$ cat src/inc/tocmp_cfg.svh
// Register offsets, field positions and reset values of the compare channel.
`ifndef TOCMP_CFG_SVH
`define TOCMP_CFG_SVH
`define TOCMP_OFS_CTRL 6'h00
`define TOCMP_OFS_POL 6'h01
`define TOCMP_OFS_LOCK 6'h02
`define TOCMP_OFS_CCR 6'h03
`define TOCMP_OFS_STAT 6'h04
`define TOCMP_CTRL_MODE_HI 14
`define TOCMP_CTRL_MODE_LO 12
`define TOCMP_CTRL_PE_BIT 11
`define TOCMP_CTRL_DIR_HI 9
`define TOCMP_CTRL_DIR_LO 8
`define TOCMP_POL_P_BIT 0
`define TOCMP_POL_N_BIT 1
`define TOCMP_LOCK_HI 1
`define TOCMP_LOCK_LO 0
`define TOCMP_LOCK_FULL 2'h3
`define TOCMP_DIR_OUTPUT 2'h0
`define TOCMP_RST_MODE 3'h0
`define TOCMP_RST_DIR 2'h0
`define TOCMP_RST_LOCK 2'h0
`define TOCMP_RST_CCR 16'h0000
`endif

$ cat src/inc/tocmp_pkg.sv
// Types shared by the compare channel modules.
`default_nettype none
package tocmp_pkg;
    typedef enum logic [2:0] {
        OCM_FREEZE = 3'h0,
        OCM_SET = 3'h1,
        OCM_CLEAR = 3'h2,
        OCM_TOGGLE = 3'h3,
        OCM_FORCE_LOW = 3'h4,
        OCM_FORCE_HIGH = 3'h5,
        OCM_PWM_ONE = 3'h6,
        OCM_PWM_TWO = 3'h7
    } tocmp_mode_t;

    typedef struct packed {
        logic cyc;
        logic stb;
        logic we;
        logic [7:0] adr;
        logic [3:0] sel;
        logic [31:0] dat;
    } tocmp_wb_req_t;

    typedef struct packed {
        logic ack;
        logic [31:0] dat;
    } tocmp_wb_rsp_t;

    typedef struct packed {
        logic [15:0] cnt;
        logic down;
        logic update;
    } tocmp_tmr_t;
endpackage : tocmp_pkg
`default_nettype wire

$ cat src/rtl/tocmp_wb.sv
// Classic Wishbone slave front end with a fixed one-cycle answer.
`timescale 1ns/10ps
`default_nettype none
module tocmp_wb (
    // Clock and reset.
    input wire logic clk_sys,
    input wire logic arst_n,
    // Bus side.
    input wire tocmp_pkg::tocmp_wb_req_t wb_req,
    output tocmp_pkg::tocmp_wb_rsp_t wb_rsp,
    // Register file side.
    input wire logic [31:0] rd_data,
    output logic wr_stb,
    output logic [5:0] reg_idx
);
    tocmp_pkg::tocmp_wb_rsp_t st_q;
    tocmp_pkg::tocmp_wb_rsp_t st_d;
    logic req;

    assign req = wb_req.cyc & wb_req.stb;
    // The write lands on the edge at which the master sees ack.
    assign wr_stb = req & wb_req.we & st_q.ack;
    assign reg_idx = wb_req.adr[7:2];
    assign wb_rsp = st_q;

    always_comb
    begin
        st_d = st_q;
        st_d.ack = req & ~st_q.ack;
        if (req & ~st_q.ack)
        begin
            st_d.dat = wb_req.we ? 32'h0000_0000 : rd_data;
        end
    end

    always_ff @(posedge clk_sys or negedge arst_n)
    begin
        if (!arst_n)
        begin
            st_q <= '0;
        end
        else
        begin
            st_q <= st_d;
        end
    end
endmodule : tocmp_wb
`default_nettype wire

$ cat src/rtl/tocmp_top.sv
// Output-compare channel of a general-purpose timer with its register file.
//
// Added by the designer: the Wishbone interface to the registers and the register offsets.
`timescale 1ns/10ps
`default_nettype none
`include "tocmp_cfg.svh"
module tocmp_top (
    // Clock and reset.
    input wire logic clk_sys,
    input wire logic arst_n,
    // Register bus.
    input wire tocmp_pkg::tocmp_wb_req_t wb_req,
    output tocmp_pkg::tocmp_wb_rsp_t wb_rsp,
    // Timer core.
    input wire tocmp_pkg::tocmp_tmr_t tmr,
    // Channel outputs.
    output logic output_reference,
    output logic primary_channel_output,
    output logic complementary_channel_output
);
    typedef struct packed {
        tocmp_pkg::tocmp_mode_t mode;
        tocmp_pkg::tocmp_mode_t prev_mode;
        logic preload_en;
        logic [1:0] dir_sel;
        logic pol_p;
        logic pol_n;
        logic [1:0] lock;
        logic [15:0] ccr_pre;
        logic [15:0] ccr_act;
        logic ref_lvl;
        logic prev_lvl;
        logic out_p;
        logic out_n;
    } tocmp_st_t;

    tocmp_st_t st_q;
    tocmp_st_t st_d;
    logic wr_stb;
    logic [5:0] reg_idx;
    logic [31:0] rd_data;
    logic cmp_eq;
    logic cmp_gt;
    logic pwm_lvl;
    logic mode_locked;
    logic [31:0] wr_ctrl;
    logic [31:0] wr_pol;
    logic [31:0] wr_lock;
    logic [31:0] wr_ccr;

    // Byte lanes not selected keep their old contents.
    function automatic logic [31:0] merge_bytes(
        input logic [31:0] old_v,
        input logic [31:0] new_v,
        input logic [3:0] sel
    );
        logic [31:0] res;
        res = old_v;
        for (int i = 0; i < 4; i++)
        begin
            if (sel[i])
            begin
                res[i*8 +: 8] = new_v[i*8 +: 8];
            end
        end
        return res;
    endfunction : merge_bytes

    // Level that a pulse mode asks for from the comparison result.
    function automatic logic pulse_level(
        input tocmp_pkg::tocmp_mode_t mode,
        input logic down,
        input logic gt
    );
        logic lvl;
        lvl = down ? gt : ~gt;
        if (mode == tocmp_pkg::OCM_PWM_TWO)
        begin
            lvl = ~lvl;
        end
        return lvl;
    endfunction : pulse_level

    function automatic logic is_pulse(input tocmp_pkg::tocmp_mode_t mode);
        return (mode == tocmp_pkg::OCM_PWM_ONE) || (mode == tocmp_pkg::OCM_PWM_TWO);
    endfunction : is_pulse

    tocmp_wb u_wb (
        .clk_sys(clk_sys),
        .arst_n(arst_n),
        .wb_req(wb_req),
        .wb_rsp(wb_rsp),
        .rd_data(rd_data),
        .wr_stb(wr_stb),
        .reg_idx(reg_idx)
    );

    assign cmp_eq = (tmr.cnt == st_q.ccr_act);
    assign cmp_gt = (tmr.cnt > st_q.ccr_act);
    assign pwm_lvl = pulse_level(st_q.mode, tmr.down, cmp_gt);
    assign mode_locked = (st_q.lock == `TOCMP_LOCK_FULL)
        && (st_q.dir_sel == `TOCMP_DIR_OUTPUT);

    always_comb
    begin
        rd_data = 32'h0000_0000;
        wr_ctrl = 32'h0000_0000;
        wr_ctrl[`TOCMP_CTRL_MODE_HI:`TOCMP_CTRL_MODE_LO] = st_q.mode;
        wr_ctrl[`TOCMP_CTRL_PE_BIT] = st_q.preload_en;
        wr_ctrl[`TOCMP_CTRL_DIR_HI:`TOCMP_CTRL_DIR_LO] = st_q.dir_sel;
        wr_pol = 32'h0000_0000;
        wr_pol[`TOCMP_POL_P_BIT] = st_q.pol_p;
        wr_pol[`TOCMP_POL_N_BIT] = st_q.pol_n;
        wr_lock = 32'h0000_0000;
        wr_lock[`TOCMP_LOCK_HI:`TOCMP_LOCK_LO] = st_q.lock;
        // Reads see the preload copy, as software wrote it.
        wr_ccr = {16'h0000, st_q.ccr_pre};
        unique case (reg_idx)
            `TOCMP_OFS_CTRL: rd_data = wr_ctrl;
            `TOCMP_OFS_POL: rd_data = wr_pol;
            `TOCMP_OFS_LOCK: rd_data = wr_lock;
            `TOCMP_OFS_CCR: rd_data = wr_ccr;
            `TOCMP_OFS_STAT: rd_data = {28'h0000000, cmp_gt, st_q.out_n,
                st_q.out_p, st_q.ref_lvl};
            default: rd_data = 32'h0000_0000;
        endcase
        wr_ctrl = merge_bytes(wr_ctrl, wb_req.dat, wb_req.sel);
        wr_pol = merge_bytes(wr_pol, wb_req.dat, wb_req.sel);
        wr_lock = merge_bytes(wr_lock, wb_req.dat, wb_req.sel);
        wr_ccr = merge_bytes(wr_ccr, wb_req.dat, wb_req.sel);
    end

    always_comb
    begin
        st_d = st_q;
        st_d.prev_mode = st_q.mode;
        st_d.prev_lvl = pwm_lvl;

        // Register writes.
        if (wr_stb)
        begin
            unique case (reg_idx)
                `TOCMP_OFS_CTRL:
                begin
                    if (!mode_locked)
                    begin
                        st_d.mode = tocmp_pkg::tocmp_mode_t'(
                            wr_ctrl[`TOCMP_CTRL_MODE_HI:`TOCMP_CTRL_MODE_LO]);
                    end
                    st_d.preload_en = wr_ctrl[`TOCMP_CTRL_PE_BIT];
                    st_d.dir_sel = wr_ctrl[`TOCMP_CTRL_DIR_HI:`TOCMP_CTRL_DIR_LO];
                end
                `TOCMP_OFS_POL:
                begin
                    st_d.pol_p = wr_pol[`TOCMP_POL_P_BIT];
                    st_d.pol_n = wr_pol[`TOCMP_POL_N_BIT];
                end
                `TOCMP_OFS_LOCK:
                begin
                    st_d.lock = wr_lock[`TOCMP_LOCK_HI:`TOCMP_LOCK_LO];
                end
                `TOCMP_OFS_CCR:
                begin
                    st_d.ccr_pre = wr_ccr[15:0];
                end
                default:
                begin
                    st_d.lock = st_q.lock;
                end
            endcase
        end

        // Shadow compare register.
        if (st_q.preload_en)
        begin
            if (tmr.update)
            begin
                st_d.ccr_act = st_q.ccr_pre;
            end
        end
        else if (wr_stb && (reg_idx == `TOCMP_OFS_CCR))
        begin
            st_d.ccr_act = wr_ccr[15:0];
        end

        // Reference level.
        unique case (st_q.mode)
            tocmp_pkg::OCM_FREEZE:
            begin
                st_d.ref_lvl = st_q.ref_lvl;
            end
            tocmp_pkg::OCM_SET:
            begin
                if (cmp_eq)
                begin
                    st_d.ref_lvl = 1'b1;
                end
            end
            tocmp_pkg::OCM_CLEAR:
            begin
                if (cmp_eq)
                begin
                    st_d.ref_lvl = 1'b0;
                end
            end
            tocmp_pkg::OCM_TOGGLE:
            begin
                if (cmp_eq)
                begin
                    st_d.ref_lvl = ~st_q.ref_lvl;
                end
            end
            tocmp_pkg::OCM_FORCE_LOW:
            begin
                st_d.ref_lvl = 1'b0;
            end
            tocmp_pkg::OCM_FORCE_HIGH:
            begin
                st_d.ref_lvl = 1'b1;
            end
            tocmp_pkg::OCM_PWM_ONE, tocmp_pkg::OCM_PWM_TWO:
            begin
                // A switch from a force mode into the first pulse mode keeps the old level until the
                // comparison moves; leaving freeze, a switch into the second pulse mode, or one from it into the first, reloads it.
                if ((pwm_lvl != st_q.prev_lvl)
                    || (st_q.prev_mode == tocmp_pkg::OCM_FREEZE))
                begin
                    st_d.ref_lvl = pwm_lvl;
                end
            end
        endcase

        // Pins follow the next reference so they line up with it.
        st_d.out_p = st_d.ref_lvl ^ st_d.pol_p;
        st_d.out_n = ~st_d.ref_lvl ^ st_d.pol_n;
    end

    always_ff @(posedge clk_sys or negedge arst_n)
    begin
        if (!arst_n)
        begin
            st_q <= '{mode: tocmp_pkg::OCM_FREEZE, prev_mode: tocmp_pkg::OCM_FREEZE,
                preload_en: 1'b0, dir_sel: `TOCMP_RST_DIR, pol_p: 1'b0, pol_n: 1'b0,
                lock: `TOCMP_RST_LOCK, ccr_pre: `TOCMP_RST_CCR,
                ccr_act: `TOCMP_RST_CCR, ref_lvl: 1'b0, prev_lvl: 1'b0,
                out_p: 1'b0, out_n: 1'b1};
        end
        else
        begin
            st_q <= st_d;
        end
    end

    assign output_reference = st_q.ref_lvl;
    assign primary_channel_output = st_q.out_p;
    assign complementary_channel_output = st_q.out_n;
endmodule : tocmp_top
`default_nettype wire

$ cat config.mk
export PLATFORM = sky130hd
export DESIGN_NAME = tocmp_top
export DESIGN_NICKNAME = d
export VERILOG_FILES = /design/src/inc/tocmp_pkg.sv /design/src/rtl/tocmp_wb.sv /design/src/rtl/tocmp_top.sv
export VERILOG_INCLUDE_DIRS = /design/src /design/src/inc
export SDC_FILE = /design/constraint.sdc
export NUM_CORES = 1
export LEC_CHECK = 0
export BUFFER_PORTS_ARGS = -buffer_cell sky130_fd_sc_hd__buf_4
export CAP_MARGIN = 10
export CORE_ASPECT_RATIO = 1.75
export CORE_MARGIN = 2
export CORE_UTILIZATION = 56
export DETAILED_ROUTE_END_ITERATION = 6
export PLACE_DENSITY = 0.87
export RECOVER_POWER = 25
export SYNTH_ARGS = -nofsm -noshare
export SYNTH_HDL_FRONTEND = slang
export SYNTH_SLANG_ARGS = --single-unit
$ cat constraint.sdc
create_clock -name clk_sys -period 5.1 [get_ports clk_sys]
set_clock_uncertainty 0.05 [all_clocks]
set_input_delay 0.51 -clock clk_sys [delete_from_list [all_inputs] [get_ports clk_sys]]
set_output_delay 0.51 -clock clk_sys [all_outputs]
set_load 0.005 [all_outputs]
==> impl_metrics.tcl <==
set metrics [dict create \
    outcome "finished, violations left" \
    violations "max-capacitance violations, max-slew violations" \
    postSynth.asyncResetShare 1.00 \
    grt_pass1_wl_mm 12.7 \
    drc 0 \
    post_dp_cell_area_mm2 0.00402 \
    clk_latency_ps 350 \
    hpwl_mm 5.87 \
    rsz0062_at_grt "no" \
    multi_input_area_mm2 0.00165 \
    drt_iter0_markers 124 \
    cts.clk_slew.worst_paths_ps 70 \
    wl_mm 7.74 \
    clk_path_buf_depth 2 \
    fmax_mhz 299 \
    via_per_inst 5.54 \
    crit_path_top_delay_cell "nor4_2" \
    yosys-top-cells-area "dfrtp_1 (46%), ha_1 (6.4%), mux2i_1 (5.7%)" \
    drtPass1Iterations 5 \
    power.density_mw_per_mm2 259 \
    design_area_mm2 0.00421 \
    synth_top_family_by_area "multiplexers" \
    nets 484 \
    drive_gt1_frac 0.238 \
    worst_pin_slew_ps 3430 \
    cp_slowest_stage_delay_ps 470 \
    grt_pass1_vias 2711 \
    overflow 0 \
    synth_xor_area_frac 0.0103 \
    yosys-mux-area-fraction 0.137 \
    core_mm2 0.00613 \
    syn_to_final_growth_pct 19.7 \
    cts_resized 0 \
    initial_utilization 0.573 \
    yosys_most_used_dff "dfrtp_1" \
    worst-path-max-fanout 7 \
    final.period_utilization 0.657 \
    synth_area_mm2 0.00352 \
    cts_hold_buf 0 \
    cts_inserted_buffers 9 \
    die_h_um 109 \
    ys_seq_area_frac 0.470 \
    post-cts-setup-buffer-count 0 \
    gp_congestion 0.819 \
    p_leak_nw 2.12 \
    io_pins 103 \
    avgSynthCellArea_um2 10.6 \
    maxSlewViolCount 67 \
    wl_per_cell_um 16.0 \
    grt_use_total 0.241 \
    clkSinkCount 66 \
    critPathKind "reg -> reg" \
    antenna_found_initial 0 \
    synth_compound_area_frac 0.128 \
    fillers 471 \
    portBuffers 66 \
    critPathArrivalTime_ps 3560 \
    hold_class "in -> reg" \
    synth_top_area_cell "dfrtp_1" \
    rows 38 \
    synth.top_cell.area_share 0.462 \
    grt_max_degree 67 \
    synth_cell_type_count 48 \
    synth-adder-area-share 0.0640 \
    synth_edf_count 0 \
    hold_viol 0 \
    final_antenna_net_count 0 \
    cp-start-kind "register" \
    synthCells 332 \
    slew_headroom -1.29 \
    synth-seq-cells 66 \
    antenna_cells 0 \
    max_cap_viol_count 1 \
    ff_latch_area_mm2 0.00165 \
    tns_ps 0 \
    cts.htree.levels 3 \
    cts_tree "yes" \
    peakVddDrop_uv 236 \
    finalSetupViolCount 0 \
    die_w_um 63.9 \
    cts.root.buffer_cell "clkbuf_8" \
    finalCriticalPeriod_ps 3350 \
    synthSimpleGateAreaFrac 0.113 \
    dieArea_mm2 0.00696 \
    crit_chain "inv_1 -> ha_1 -> nand4_1 -> nor4_2 -> and2_1 -> inv_1 -> ha_1 -> mux2_2 -> a22oi_1 -> o32a_1 -> nand2_1 -> mux2i_1 -> a211oi_2" \
    crit_required_ps 5310 \
    ys_warn_count 0 \
    end_kind "register" \
    vias 2680 \
]
## registers in the layout, indices dropped and copies added (netlist names)
register / cells
output_reference: 1
st_q: 43
complementary_channel_output: 1
st_d: 3
u_wb.wb_rsp: 17
primary_channel_output: 1
## layout by cell type, fill, tap and decap left out, types with 3 or more instances in the layout
master	count
buf_4	66
dfrtp_1	65
nand2_1	38
inv_1	28
mux2i_1	19
o21ai_1	18
ha_1	18
mux2_1	17
conb_1	16
nor2_1	14
clkbuf_8	11
nand3_1	8
mux2_2	8
a21oi_1	8
o21ai_0	6
a22o_1	6
a222oi_1	6
a22oi_1	5
clkbuf_1	4
nand4_1	3
nor3_1	3
and2_1	3
nor2b_1	3
## final timing paths
path | end | slack, ps | cells after the start | from
max | complementary_channel_output | 1750 | 13 | st_q[18]
min | st_q[30] | 340 | 2 | wb_req[10]
max reg2reg | complementary_channel_output | 1750 | 13 | st_q[18]
min reg2reg | u_wb.wb_rsp[1] | 430 | 1 | u_wb.wb_rsp[1]
max in group asynchronous | st_q[40] | 1810 | 1 | arst_n
min in group asynchronous | st_q[30] | 1260 | 1 | arst_n
## report_power, final
group / internal [mW] / switching (mW)
Sequential: 0.531 / 0.00484
Combinational: 0.0514 / 0.0613
Clock: 0.252 / 0.191
Total: 0.835 / 0.257
## per-layer routing
| metal | up-vias | wire length [µm] | global-route usage | part of all wire |
|---|---|---|---|---|
| li1 | 1276 | - | - | - |
| met3 | 15 | 403 | 0.0568 | 0.052 |
| met4 | 0 | 182 | 0.0994 | 0.024 |
| met2 | 82 | 4220 | 0.436 | 0.55 |
| met5 | - | 0 | 0 | 0 |
| met1 | 1307 | 2930 | 0.268 | 0.38 |
## per-stage QoR
stage / setup slack [ps] / power, mW / utilization / hold WS [ps] / std cells
after global placement: 1640 / 0.654 / 0.655 / 413 / 468
after floorplan: 2030 / 0.608 / - / 164 / 347
final: 1750 / 1.09 / 0.686 / 339 / 484
after global routing: 1090 / 1.13 / 0.686 / 333 / 484
after CTS: 1710 / 1.10 / 0.687 / 216 / 484
after detailed placement: 1560 / 0.658 / 0.655 / 419 / 468
## critical path, delay by kind of cell (launching register included)
kind | cells | cell delay [ps]
buf+inv | 2 | 150
simple gates | 4 | 1100
fa+ha+maj | 2 | 570
compound gates | 3 | 580
flops | 1 | 350
mux | 2 | 460
## cell type report
class                      count  area share
inverter                      28      0.0250
tap                           80      0.0238
timing repair buffer          67       0.119
multi-input combinational    227       0.393
sequential                    66       0.393
clock buffer                  14      0.0386
clock inverter                 2     0.00832
## synth_stat cells (2+ instances only)
master and instances:
a21oi_1 8, o21ai_0 6, o21ai_1 18, buf_4 16, a31oi_1 2, mux2_2 8, clkbuf_1 7, nand2_1 38
ha_1 18, buf_1 2, nor2_1 14, a222oi_1 6, and2_1 3, nand3_1 8, mux2i_1 20, a22oi_1 5
dfrtp_1 65, mux2_1 17, and3_1 2, nand4_1 3, a22o_1 6, a211o_1 2, inv_1 28, nor3_1 3
nor2b_1 3, o211ai_1 2
## cells by family after synthesis
group                      Yosys count
other                                1
DFF                                 66
adders and majority gates           18
and+or+nand+nor                     82
AOI/OAI and AO/OA                   64
xor gates and xnor gates             2
buffers and inverters               54
muxes                               45
No activity file was read; power rests on OpenSTA's default activity.
